[src/mbwd_pkg.sv]
// Purpose: Shared constants and types for the write and diagnostic handler
// Assumes: Framing and check field handled outside
// Notes:   Offsets are word offsets in the output image
package mbwd_pkg;

    // -------------------------------------------------------------------
    // Function codes and exceptions
    // -------------------------------------------------------------------
    localparam logic [7:0]  FC_WRITE_ONE   = 8'h06;
    localparam logic [7:0]  FC_DIAG        = 8'h08;
    localparam logic [7:0]  FC_WRITE_MANY  = 8'h10;
    localparam logic [7:0]  EXC_FLAG       = 8'h80;
    localparam logic [7:0]  EXC_FUNC       = 8'h01;
    localparam logic [7:0]  EXC_ADDR       = 8'h02;
    localparam logic [7:0]  EXC_VALUE      = 8'h03;
    localparam logic [7:0]  EXC_DEVICE     = 8'h04;
    localparam logic [7:0]  BCAST_ADDR     = 8'h00;

    // -------------------------------------------------------------------
    // Output image window
    // -------------------------------------------------------------------
    localparam logic [15:0] OUT_BASE       = 16'h0800;
    localparam logic [15:0] OUT_LAST       = 16'h08ff;

    // -------------------------------------------------------------------
    // Diagnostic subfunctions
    // -------------------------------------------------------------------
    localparam logic [15:0] SUB_ECHO       = 16'h0000;
    localparam logic [15:0] SUB_RESTART    = 16'h0001;
    localparam logic [15:0] SUB_CLEAR      = 16'h000a;
    localparam logic [15:0] SUB_BUS_MSG    = 16'h000b;
    localparam logic [15:0] SUB_CRC_ERR    = 16'h000c;
    localparam logic [15:0] SUB_EXC_CNT    = 16'h000d;
    localparam logic [15:0] SUB_SLV_MSG    = 16'h000e;
    localparam logic [15:0] SUB_NO_RESP    = 16'h000f;
    localparam logic [15:0] SUB_SLV_EXC    = 16'h0010;

    // -------------------------------------------------------------------
    // Timing and reset values
    // -------------------------------------------------------------------
    localparam int          CLK_HZ         = 10_000_000;
    localparam int          RESTART_US     = 100;
    localparam logic [11:0] RESTART_CYC    = 12'(RESTART_US * (CLK_HZ / 1_000_000));
    localparam logic [15:0] CNT_RST        = 16'h0000;

    typedef enum logic [3:0] {
        ST_ADDR, ST_FUNC, ST_H1, ST_L1, ST_H2, ST_L2, ST_BCNT, ST_DH, ST_DL,
        ST_SKIP, ST_EXEC, ST_TX, ST_RESTART
    } mbwd_state_t;

endpackage : mbwd_pkg

[src/mbwd_counters.sv]
// Purpose: Diagnostic event counters
// Assumes: Event pulses are one cycle wide
// Notes:   Saturating at all ones
`timescale 1ns/100ps
module mbwd_counters
    import mbwd_pkg::*;
(
    // Clock and reset
    input  wire logic        clk,
    input  wire logic        rst_n,
    input  wire logic        ce,
    // Events
    input  wire logic        clr,
    input  wire logic [4:0]  evt,
    // Counter readout
    input  wire logic [2:0]  sel,
    output logic      [15:0] value
);
    typedef struct packed {
        logic [4:0][15:0] cnt;
    } mbwd_cnt_t;

    mbwd_cnt_t cur_r;
    mbwd_cnt_t cur_nxt;

    // Increment or clear
    always_comb begin
        cur_nxt = cur_r;
        for (int i = 0; i < 5; i++) begin
            if (clr) begin
                cur_nxt.cnt[i] = CNT_RST;
            end else if (evt[i] && cur_r.cnt[i] != 16'hffff) begin
                cur_nxt.cnt[i] = cur_r.cnt[i] + 16'h0001;
            end
        end
    end

    // Register state
    always_ff @(posedge clk) begin
        if (!rst_n) begin
            cur_r <= '0;
        end else if (ce) begin
            cur_r <= cur_nxt;
        end
    end

    assign value = (sel < 3'd5) ? cur_r.cnt[sel] : 16'h0000;

endmodule : mbwd_counters

[src/mbwd_handler.sv]
// Purpose: Slave handler for single write, multi write and diagnostics
// Assumes: Check field validated upstream
// Notes:   Replies go out one byte per cycle on tx_valid/tx_ready
// Operation
// Output image words addressed from offset 0x0800, one word per step.
// Single write is addr, 0x06, offset hi/lo, data hi/lo.
// Single write reply mirrors the request.
// Diagnostics 0x08 carry subfunction and data; reply returns both codes.
// Broadcast diagnostics are ignored.
// Subfunction 0 echoes the request data.
// Subfunction 1 restarts, clears counters, blocks rx and tx meanwhile.
// Subfunction 1 reply goes out before restart; data zero.
// On the RS232 variant, other subfunctions return zero.
// Clear subfunction zeroes counters and echoes the data.
// Bus message subfunction returns the answer count.
// Check field errors are counted and reported.
// Exception replies are counted, subfunction 13 reports it.
// Every reply is counted, subfunction 14 reports it.
// Unanswered requests are counted, subfunction 15 reports it.
// Error answers are counted, subfunction 16 reports it.
// Multi write gives offset, word length, byte count, then words.
// Multi write reply holds function, offset and length only.
// Byte count not twice length gives illegal data value exception.
// All 16-bit fields travel high byte first.
// Exception reply is function plus 0x80 and one code byte.
// Exception codes 1 function, 2 address, 3 value, 4 device fault.
// Write offsets outside 0x800 to 0x8FF are refused.
`timescale 1ns/100ps
module mbwd_handler
    import mbwd_pkg::*;
(
    // Clock, reset, enable
    input  wire logic        clk,
    input  wire logic        rst_n,
    input  wire logic        ce,
    // Configuration
    input  wire logic [7:0]  slave_addr,
    input  wire logic        rs232_variant,
    input  wire logic        device_fault,
    // Request byte stream
    input  wire logic        rx_valid,
    input  wire logic [7:0]  rx_data,
    input  wire logic        rx_end,
    input  wire logic        rx_crc_err,
    output logic             rx_ready,
    // Reply byte stream
    output logic             tx_valid,
    output logic [7:0]       tx_data,
    output logic             tx_last,
    input  wire logic        tx_ready,
    // Output image write port
    output logic             img_we,
    output logic [7:0]       img_idx,
    output logic [15:0]      img_wdata,
    // Restart in progress
    output logic             restart_busy
);
    typedef struct packed {
        mbwd_state_t st;
        logic [7:0]  addr;
        logic [7:0]  func;
        logic [15:0] f1;
        logic [15:0] f2;
        logic [7:0]  bcnt;
        logic [7:0]  hi;
        logic [7:0]  widx;
        logic [7:0]  nwr;
        logic        bad;
        logic [7:0]  exc;
        logic [7:0][7:0] txb;
        logic [2:0]  txn;
        logic [2:0]  txp;
        logic        do_restart;
        logic [11:0] rcnt;
        logic        rx_ready;
        logic        tx_valid;
        logic [7:0]  tx_data;
        logic        tx_last;
        logic        img_we;
        logic [7:0]  img_idx;
        logic [15:0] img_wdata;
        logic        busy;
    } mbwd_state_s_t;

    mbwd_state_s_t s_r;
    mbwd_state_s_t s_nxt;
    logic [4:0]    evt;
    logic          cnt_clr;
    logic [2:0]    cnt_sel;
    logic [15:0]   cnt_val;

    // Offset inside output window
    function automatic logic in_window(input logic [15:0] off);
        return off >= OUT_BASE && off <= OUT_LAST;
    endfunction : in_window

    // High byte of a word
    function automatic logic [7:0] hb(input logic [15:0] w);
        return w[15:8];
    endfunction : hb

    // Counter select: 0 bus msg, 1 crc, 2 exc, 3 slave msg, 4 no resp
    always_comb begin
        case (s_r.f1)
            SUB_BUS_MSG: cnt_sel = 3'd0;
            SUB_CRC_ERR: cnt_sel = 3'd1;
            SUB_EXC_CNT: cnt_sel = 3'd2;
            SUB_SLV_MSG: cnt_sel = 3'd3;
            SUB_SLV_EXC: cnt_sel = 3'd2;
            SUB_NO_RESP: cnt_sel = 3'd4;
            default:     cnt_sel = 3'd7;
        endcase
    end

    mbwd_counters u_cnt (
        .clk   (clk),
        .rst_n (rst_n),
        .ce    (ce),
        .clr   (cnt_clr),
        .evt   (evt),
        .sel   (cnt_sel),
        .value (cnt_val)
    );

    // Main sequencer
    always_comb begin
        s_nxt = s_r;
        s_nxt.img_we = 1'b0;
        evt = 5'b0;
        cnt_clr = 1'b0;
        s_nxt.rx_ready = (s_r.st != ST_EXEC) && (s_r.st != ST_TX) && (s_r.st != ST_RESTART);
        if (rx_valid && s_r.rx_ready && rx_end && rx_crc_err) begin
            evt[1] = 1'b1;
            s_nxt.st = ST_ADDR;
        end else begin
            case (s_r.st)
                ST_ADDR: if (rx_valid && s_r.rx_ready) begin
                    s_nxt.addr = rx_data;
                    s_nxt.bad = 1'b0;
                    s_nxt.exc = 8'h00;
                    s_nxt.nwr = 8'h00;
                    s_nxt.st = (rx_data == slave_addr || rx_data == BCAST_ADDR) ? ST_FUNC
                                                                              : ST_SKIP;
                end
                ST_FUNC: if (rx_valid && s_r.rx_ready) begin
                    s_nxt.func = rx_data;
                    if (rx_data == FC_WRITE_ONE || rx_data == FC_WRITE_MANY ||
                        rx_data == FC_DIAG) begin
                        s_nxt.st = ST_H1;
                    end else begin
                        s_nxt.exc = EXC_FUNC;
                        s_nxt.st = ST_SKIP;
                    end
                end
                // Fields high byte first
                ST_H1: if (rx_valid && s_r.rx_ready) begin
                    s_nxt.hi = rx_data;
                    s_nxt.st = ST_L1;
                end
                ST_L1: if (rx_valid && s_r.rx_ready) begin
                    s_nxt.f1 = {s_r.hi, rx_data};
                    s_nxt.st = ST_H2;
                end
                ST_H2: if (rx_valid && s_r.rx_ready) begin
                    s_nxt.hi = rx_data;
                    s_nxt.st = ST_L2;
                end
                ST_L2: if (rx_valid && s_r.rx_ready) begin
                    s_nxt.f2 = {s_r.hi, rx_data};
                    s_nxt.widx = 8'(s_r.f1 - OUT_BASE);
                    s_nxt.st = (s_r.func == FC_WRITE_MANY) ? ST_BCNT :
                               rx_end ? ST_EXEC : ST_SKIP;
                end
                ST_BCNT: if (rx_valid && s_r.rx_ready) begin
                    s_nxt.bcnt = rx_data;
                    if ({8'h00, rx_data} != {s_r.f2[14:0], 1'b0}) begin
                        s_nxt.exc = EXC_VALUE;
                        s_nxt.st = ST_SKIP;
                    end else begin
                        s_nxt.st = ST_DH;
                    end
                end
                ST_DH: if (rx_valid && s_r.rx_ready) begin
                    s_nxt.hi = rx_data;
                    s_nxt.st = ST_DL;
                end
                // Write words if range good
                ST_DL: if (rx_valid && s_r.rx_ready) begin
                    if (in_window(s_r.f1) && in_window(s_r.f1 + s_r.f2 - 16'h0001) &&
                        s_r.f2 != 16'h0000 && !device_fault) begin
                        s_nxt.img_we = 1'b1;
                        s_nxt.img_idx = s_r.widx;
                        s_nxt.img_wdata = {s_r.hi, rx_data};
                    end
                    s_nxt.widx = s_r.widx + 8'h01;
                    s_nxt.nwr = s_r.nwr + 8'h01;
                    s_nxt.st = (s_r.nwr + 8'h01 != s_r.f2[7:0]) ? ST_DH :
                               rx_end ? ST_EXEC : ST_SKIP;
                end
                ST_SKIP: if (rx_valid && s_r.rx_ready && rx_end) begin
                    s_nxt.st = (s_r.addr == slave_addr || s_r.addr == BCAST_ADDR) ? ST_EXEC
                                                                                 : ST_ADDR;
                end
                ST_EXEC: begin
                    s_nxt.txb = '0;
                    s_nxt.txp = 3'd0;
                    s_nxt.do_restart = 1'b0;
                    if (s_r.exc == 8'h00 && s_r.func != FC_DIAG) begin
                        if (!in_window(s_r.f1) || (s_r.func == FC_WRITE_MANY &&
                            !in_window(s_r.f1 + s_r.f2 - 16'h0001))) begin
                            s_nxt.exc = EXC_ADDR;
                        end else if (device_fault) begin
                            s_nxt.exc = EXC_DEVICE;
                        end else if (s_r.func == FC_WRITE_ONE) begin
                            s_nxt.img_we = 1'b1;
                            s_nxt.img_idx = 8'(s_r.f1 - OUT_BASE);
                            s_nxt.img_wdata = s_r.f2;
                        end
                    end
                    s_nxt.st = ST_TX;
                    if (s_r.addr == BCAST_ADDR) begin
                        evt[4] = 1'b1;
                        s_nxt.st = ST_ADDR;
                    end
                end
                ST_TX: begin
                    if (s_r.txp == 3'd0 && !s_r.tx_valid) begin
                        // Build reply once
                        s_nxt.txb[0] = s_r.addr;
                        if (s_r.exc != 8'h00) begin
                            s_nxt.txb[1] = s_r.func | EXC_FLAG;
                            s_nxt.txb[2] = s_r.exc;
                            s_nxt.txn = 3'd3;
                        end else begin
                            s_nxt.txb[1] = s_r.func;
                            s_nxt.txb[2] = hb(s_r.f1);
                            s_nxt.txb[3] = s_r.f1[7:0];
                            s_nxt.txb[4] = hb(s_r.f2);
                            s_nxt.txb[5] = s_r.f2[7:0];
                            s_nxt.txn = 3'd6;
                            if (s_r.func == FC_DIAG) begin
                                case (s_r.f1)
                                    SUB_ECHO: ;
                                    SUB_RESTART: begin
                                        s_nxt.txb[4] = 8'h00;
                                        s_nxt.txb[5] = 8'h00;
                                        s_nxt.do_restart = 1'b1;
                                    end
                                    SUB_CLEAR: cnt_clr = 1'b1;
                                    default: begin
                                        s_nxt.txb[4] = rs232_variant ? 8'h00 : hb(cnt_val);
                                        s_nxt.txb[5] = rs232_variant ? 8'h00 : cnt_val[7:0];
                                    end
                                endcase
                            end
                        end
                        s_nxt.tx_valid = 1'b1;
                        s_nxt.tx_data = s_r.addr;
                        s_nxt.tx_last = 1'b0;
                    end else if (s_r.tx_valid && tx_ready) begin
                        if (s_r.tx_last) begin
                            s_nxt.tx_valid = 1'b0;
                            s_nxt.tx_last = 1'b0;
                            evt[0] = 1'b1;
                            evt[3] = 1'b1;
                            evt[2] = (s_r.exc != 8'h00);
                            s_nxt.rcnt = RESTART_CYC;
                            s_nxt.busy = s_r.do_restart;
                            s_nxt.st = s_r.do_restart ? ST_RESTART : ST_ADDR;
                        end else begin
                            s_nxt.txp = s_r.txp + 3'd1;
                            s_nxt.tx_data = s_r.txb[s_r.txp + 3'd1];
                            s_nxt.tx_last = (s_r.txp + 3'd2 == s_r.txn);
                        end
                    end
                end
                // Restart with counter clear, no traffic
                ST_RESTART: begin
                    cnt_clr = 1'b1;
                    s_nxt.rcnt = s_r.rcnt - 12'h001;
                    if (s_r.rcnt == 12'h001) begin
                        s_nxt.busy = 1'b0;
                        s_nxt.st = ST_ADDR;
                    end
                end
                default: s_nxt.st = ST_ADDR;
            endcase
        end
    end

    // Register state
    always_ff @(posedge clk) begin
        if (!rst_n) begin
            s_r <= '0;
            s_r.st <= ST_ADDR;
        end else if (ce) begin
            s_r <= s_nxt;
        end
    end

    assign rx_ready     = s_r.rx_ready;
    assign tx_valid     = s_r.tx_valid;
    assign tx_data      = s_r.tx_data;
    assign tx_last      = s_r.tx_last;
    assign img_we       = s_r.img_we;
    assign img_idx      = s_r.img_idx;
    assign img_wdata    = s_r.img_wdata;
    assign restart_busy = s_r.busy;

endmodule : mbwd_handler

[config.mk]
export PLATFORM = sky130hd
export DESIGN_NAME = mbwd_handler
export DESIGN_NICKNAME = d
export VERILOG_FILES = /design/src/mbwd_pkg.sv /design/src/mbwd_counters.sv /design/src/mbwd_handler.sv
export SDC_FILE = /design/constraint.sdc
export NUM_CORES = 1
export LEC_CHECK = 0
export ABC_AREA = 1
export BUFFER_PORTS_ARGS = -buffer_cell sky130_fd_sc_hd__buf_4
export CAP_MARGIN = 20
export CORE_MARGIN = 5
export CORE_UTILIZATION = 63
export DETAILED_ROUTE_END_ITERATION = 16
export PLACE_DENSITY_LB_ADDON = 0.15
export SKIP_LAST_GASP = 1
export SYNTH_ARGS = -nofsm -noshare
export SYNTH_HDL_FRONTEND = slang
export SYNTH_SLANG_ARGS = --single-unit
export TNS_END_PERCENT = 1
[constraint.sdc]
create_clock -name clk -period 3.8 [get_ports clk]
set_input_delay 0.19 -clock clk [delete_from_list [all_inputs] [get_ports clk]]
set_output_delay 0.19 -clock clk [all_outputs]
set_load 0.005 [all_outputs]
# ---- Yosys cells after proc, flatten, opt, wreduce, memory -nomap -nowiden
# Index checks and enable logic that the tools add are counted.
dict set report totals {
  elab_cells 320
  out_inout_bits 37
  ff_bits 268
}
dict set report classes {
  n_bitwise 1
  n_eq_ne 78
  magnitude_cmp 7
  n_reduce_logical 77
  mux 112
  add_sub_neg 13
}
# op n
set ops {}
lappend ops {{$mux 16} 15}
lappend ops {{$mux 25} 6}
lappend ops {{$eq 16x4->1 const B} 6}
lappend ops {{$mux 8} 12}
lappend ops {{$pmux 48 s2} 1}
lappend ops {{$mux 4} 22}
lappend ops {{$add 16x1->16 const B} 5}
lappend ops {{$ne 16x16->1 const B} 5}
lappend ops {{$pmux 4 s13} 1}
lappend ops {{$mux 51} 1}
lappend ops {{$pmux 25 s2} 1}
lappend ops {{$bmux 16 s3} 1}
lappend ops {{$mux 12} 4}
lappend ops {{$ne 3x3->1 const B} 15}
lappend ops {{$ne 2x2->1 const B} 20}
lappend ops {{$ge 16x12->1 const B} 2}
lappend ops {{$le 16x12->1 const B} 2}
lappend ops {{$pmux 16 s2} 1}
lappend ops {{$pmux 8 s2} 2}
lappend ops {{$pmux 8 s4} 1}
lappend ops {{$reduce_and 4->1} 8}
lappend ops {{$mux 26} 1}
lappend ops {{$reduce_and 5->1} 5}
lappend ops {{$bmux 8 s3} 1}
lappend ops {{other kinds (56)} 150}

# ---- Depth between registers and ports, before layout
dict set report depth {
  depth_word 12
  ltp_mapped 25
}

# ---- Hierarchy
# From an unflattened synthesis, not the netlist that was laid out.
dict set report unflattened {
  cells_unflattened 2685
  hier_area_um2 17112.7
}
# module n_inst cells_each seq_area_each_um2 area_per_inst_um2
set by_module_without_submodules {}
lappend by_module_without_submodules {mbwd_handler 1 1641 3663.5 11078.1}
lappend by_module_without_submodules {mbwd_counters 1 1044 1601.5 6034.5}

# ---- Worst setup path before layout
# No wires, ideal clock.
dict set report synth_timing {
  path_kind {reg2reg}
  startpoint {register s_r[162] in the netlist's numbering}
  endpoint {register s_r, in the netlist img_wdata[8]}
  setup_time_ns 0.070
  path_stages_with_launch 25
  t_required_ns 3.730
  t_arrival_ns 2.823
  setup_slack_ns 0.907
  path_cell_list {dfxtp_1 -> inv_1 -> ha_1 -> inv_1 -> ha_1 -> inv_1 -> fa_1 -> inv_1 -> nand3_1 -> nand3_1 -> nand2_1 -> nand2_1 -> nand2_1 -> nand2_1 -> o21ai_0 -> inv_1 -> nand3b_1 -> nor2_1 -> nand3_1 -> nand2_1 -> nand3_2 -> inv_2 -> buf_4 -> nand2_1 -> a21oi_1}
}
dict set report synth_between {
  elab_chain_len 9
  elab_cells_between_ends 15
  classes_between {2 x add/sub; 2 x order compare; 2 x eq/ne; 9 x reduce/logical}
}
# item line
set synth_lines {}
lappend synth_lines {{from (decl)} mbwd_handler.sv:85} ;# mbwd_state_s_t s_r;
lappend synth_lines {{from (signal assigned)} mbwd_handler.sv:297} ;# s_r <= s_nxt;
lappend synth_lines {{$add 16x16->16} {mbwd_handler.sv:189, mbwd_handler.sv:210}}
lappend synth_lines {{$sub 16x1->16} {mbwd_handler.sv:189, mbwd_handler.sv:210}}
lappend synth_lines {{$ge 16x12->1 or $le 16x12->1 (tied branches)} mbwd_handler.sv:94} ;# return off >= OUT_BASE && off <= OUT_LAST;
lappend synth_lines {{$logic_and 1x1->1} mbwd_handler.sv:94}
lappend synth_lines {{$logic_not 1->1 or $logic_and 1x1->1 (tied branches)} {mbwd_handler.sv:210, mbwd_handler.sv:189}}
lappend synth_lines {{$logic_and 1x1->1 (on tied branches)} {mbwd_handler.sv:209, mbwd_handler.sv:189}}
lappend synth_lines {{$logic_or 1x1->1 or $logic_and 1x1->1 (tied branches)} {mbwd_handler.sv:209, mbwd_handler.sv:190}}
lappend synth_lines {{$ne 2x2->1 (no source line)} --}
lappend synth_lines {{$reduce_and 9->1 (no source line) *} --}
# Every way passes the cells marked *; elsewhere a longest branch is shown, timed or not.
# A chain may end at the register's enable or synchronous reset.

# ---- Worst setup path after layout
dict set report layout_timing {
  startpoint {register s_r[178] in the netlist's numbering}
  endpoint {register s_r, in the netlist img_wdata[12]}
}
# Same word-level chain as after synthesis.

==> results_dict.tcl <==
set metrics [dict create \
    ioPinCount 62 \
    cap_violations 0 \
    core_um2 24500 \
    synth_top_area_share_pct 33.5 \
    r2r_end "img_wdata[12]$_SDFFE_PN0P_" \
    r2r_setup_slack_ns 0.41 \
    critPathCaptureType "flop" \
    final_nets 2461 \
    hold_ws_ns 0.0554 \
    grt_max_degree 88 \
    power_density_nw_per_um2 342 \
    first_global_vias 15100 \
    fmax_ghz 0.295 \
    first_pass_iters 6 \
    worst_slew_pin_slew_ns 1.00 \
    ir_drop_mv 0.332 \
    die_h_um 168 \
    yosys_register_bits 263 \
    die_w_um 168 \
    status "completed" \
    grt_antenna_before_repair 0 \
    avgSynthCellArea_um2 6.62 \
    cp.required_ns 4.19 \
    cts-root-buf "clkbuf_16" \
    setup_viol 0 \
    clock_path_buffers 3 \
    num_antenna_cells 0 \
    synth_area_um2 15700 \
    drc 0 \
    rsz0062_at_grt "false" \
    syn_to_final_growth_pct 10.1 \
    min_period_ns 3.39 \
    track_usage_pct 33.9 \
    numCtsBuffers 29 \
    worst-r2r-cell-count 23 \
    dieArea_um2 28200 \
    avgViaCountPerCell 6.07 \
    dp_hpwl_mm 37.1 \
    critPathSlowestCell "dfxtp_1" \
    syn_inst 2378 \
    yosys-top-cells-area "dfxtp_1 (33%), nand2_1 (13%), a21oi_1 (9.2%), inv_1 (5.9%), o21ai_0 (5.2%)" \
    ys_types 62 \
    fin_skew_ns 0.0159 \
    r2r_start "s_r[178]$_SDFFE_PN0P_" \
    max-slew-margin-rel_pct 33.1 \
    hold_path_end "s_r[121]$_SDFFE_PN0P_" \
    final_layout_size_suffix_gt1_share_pct 9.52 \
    post-route-period-util_pct 89.2 \
    final_cell_area_um2 17300 \
    cpMostUsedCell "nand2_1" \
    synth_nets 2444 \
    initial_core_util_pct 64.3 \
    yosysSeqAreaShare_pct 33.5 \
    wl_per_cell_um 18.2 \
    critPathArrivalTime_ns 3.78 \
    cpPeakStageDelay_ns 0.49 \
    vias 16600 \
    final_cells 2741 \
    yosys.area.top_type "dfxtp_1" \
    synthArstFlopShare_pct 0 \
    hold_start "device_fault" \
    worstHoldPathType "input pin to flop" \
    tns_ns 0 \
    cts_htree_levels 1 \
    critPathKind "flop to flop" \
    hold_violations 0 \
    place_congestion 1.05 \
    place_inst 2683 \
    cp_cell_sequence "inv_2 -> ha_1 -> inv_1 -> ha_1 -> inv_1 -> fa_1 -> inv_1 -> nand3_1 -> nand3_1 -> nand2_1 -> nand2_1 -> nand2_1 -> nand2_1 -> o21ai_0 -> inv_1 -> nand3b_1 -> nor2_1 -> nand3_1 -> nand2_1 -> nand3_4 -> buf_4 -> nand2_1 -> a21oi_1" \
    synth-main-ff-cell "dfxtp_1" \
    hold_depth 4 \
    num_rows 57 \
    postRouteAntennaNets 0 \
    slew_viol_final 0 \
    fillers 2130 \
    p_leak_nw 6.80 \
    port-buffer-count 61 \
    synth_edf_count 0 \
    clock_latency_ns 0.55 \
    clkTransAtPathRegs_ns 0.06 \
    crit_path_start_kind "flop" \
    grt_pass1_wl_mm 79.3 \
    crit_fanout 12 \
    fin_util_pct 70.8 \
    drt-initial-drc-count 2172 \
    yosysWarnings 0 \
    grt_remaining_overflow 0 \
    clkSinkCount 263 \
    routed_wl_mm 49.9 \
    placed_cell_area_um2 16300 \
    cts_tree "built" \
]
==> how the worst max path moves through the flow <==
stage                            endpoint                  start
6_report       img_wdata[12]$_SDFFE_PN0P_  s_r[178]$_SDFFE_PN0P_
2_1_floorplan   img_wdata[8]$_SDFFE_PN0P_  s_r[162]$_SDFFE_PN0P_
4_1_cts        img_wdata[12]$_SDFFE_PN0P_  s_r[178]$_SDFFE_PN0P_
5_1_grt        img_wdata[15]$_SDFFE_PN0P_  s_r[161]$_SDFFE_PN0P_
3_5_place_dp    img_wdata[4]$_SDFFE_PN0P_  s_r[178]$_SDFFE_PN0P_
3_3_place_gp   img_wdata[15]$_SDFFE_PN0P_  s_r[178]$_SDFFE_PN0P_
==> final cells by class <==
| type | count | area, um^2 | area share (%) |
|---|---|---|---|
| multi-input combinational | 1725 | 8820 | 50.9 |
| sequential | 263 | 5270 | 30.4 |
| inverter | 269 | 1020 | 5.89 |
| clock buffer | 40 | 847 | 4.89 |
| timing repair buffer | 107 | 808 | 4.67 |
| tap | 324 | 405 | 2.34 |
| clock inverter | 13 | 156 | 0.903 |
==> logic make-up (layout without fill, tap and decap cells) <==
group                      count (synthesis)  after routing  synth area share [%]
and+or+nand+nor                         1098           1098                  31.2
AOI/OAI and AO/OA                        524            524                  18.0
buffers and inverters                    390            429                  10.5
DFF                                      263            263                  33.5
xor gates and xnor gates                  54             54                  3.01
adders and majority gates                 41             41                  3.31
muxes                                      8              8                 0.509
==> timing repair <==
item                                    in CTS  in global routing
endpoints found under the setup margin       0                 24
resized for setup                            0                  5
hold buffers                                 2                  0
setup buffers                                0                  3
hold endpoints to repair                     6                  0
==> synth_stat cells, drive strengths merged (2+ instances only) <==
cell type  number
nor4b           2
a221oi          5
a21oi         290
nand3         163
nand3b         15
a31oi           7
clkinv          4
nor3           56
nor3b           3
a211oi          5
a21boi          2
nand4          59
and3            2
o21ai         168
ha             40
xnor2          27
inv           265
xor2           27
nand2         570
nor2          202
mux2i           8
o31ai           4
o22ai          11
dfxtp         263
and2            2
o211ai         24
clkbuf         64
nor4           14
o2111ai         3
buf            57
or2            10
==> flip-flops by register name (all words and copies together), names as in the netlist <==
signal and count:
img_idx 8, u_cnt.cur_r 80, tx_data 8, s_r 146, restart_busy 1, tx_valid 1, img_we 1, img_wdata 16
rx_ready 1, tx_last 1
==> cells in the final DEF (no fill, tap or decap), types with 50 or more instances in the layout <==
| cell type | instances |
|---|---|
| nor3_1 | 50 |
| inv_1 | 248 |
| dfxtp_1 | 263 |
| nand2_1 | 555 |
| o21ai_0 | 165 |
| nand4_1 | 56 |
| buf_4 | 105 |
| nand3_1 | 160 |
| a21oi_1 | 288 |
| nor2_1 | 184 |
==> power breakdown <==
part	internal, W	switching, W	total, W
Clock	0.00176	0.00119	0.00295
Combinational	0.0000612	0.000148	0.000209
Sequential	0.00276	0.0000110	0.00277
==> critical path: cells and delay by family, from the launching register on <==
| family | cells | cell delay (ns) |
|---|---|---|
| compound gates | 2 | 0.20 |
| fa+ha+maj | 3 | 0.83 |
| buf+inv | 6 | 0.63 |
| flops | 1 | 0.49 |
| simple gates | 12 | 1.06 |
==> metal layers <==
metal  up-vias  part of all wire, %  global-route usage, %
met1      7600                   41                   48.0
met5         -                    0                      0
met2       976                   43                   51.5
met3       165                   12                   6.99
li1       7904                    -                      -
met4         0                  4.2                   11.8
==> stage by stage <==
stage	power [W]	worst slack (ns)
after global routing	0.00608	0.0436
after global placement	0.00303	0.327
after CTS	0.00593	0.179
after floorplan	0.00295	0.907
final	0.00593	0.410
after detailed placement	0.00303	0.251
(Power assumes the default switching activity.)
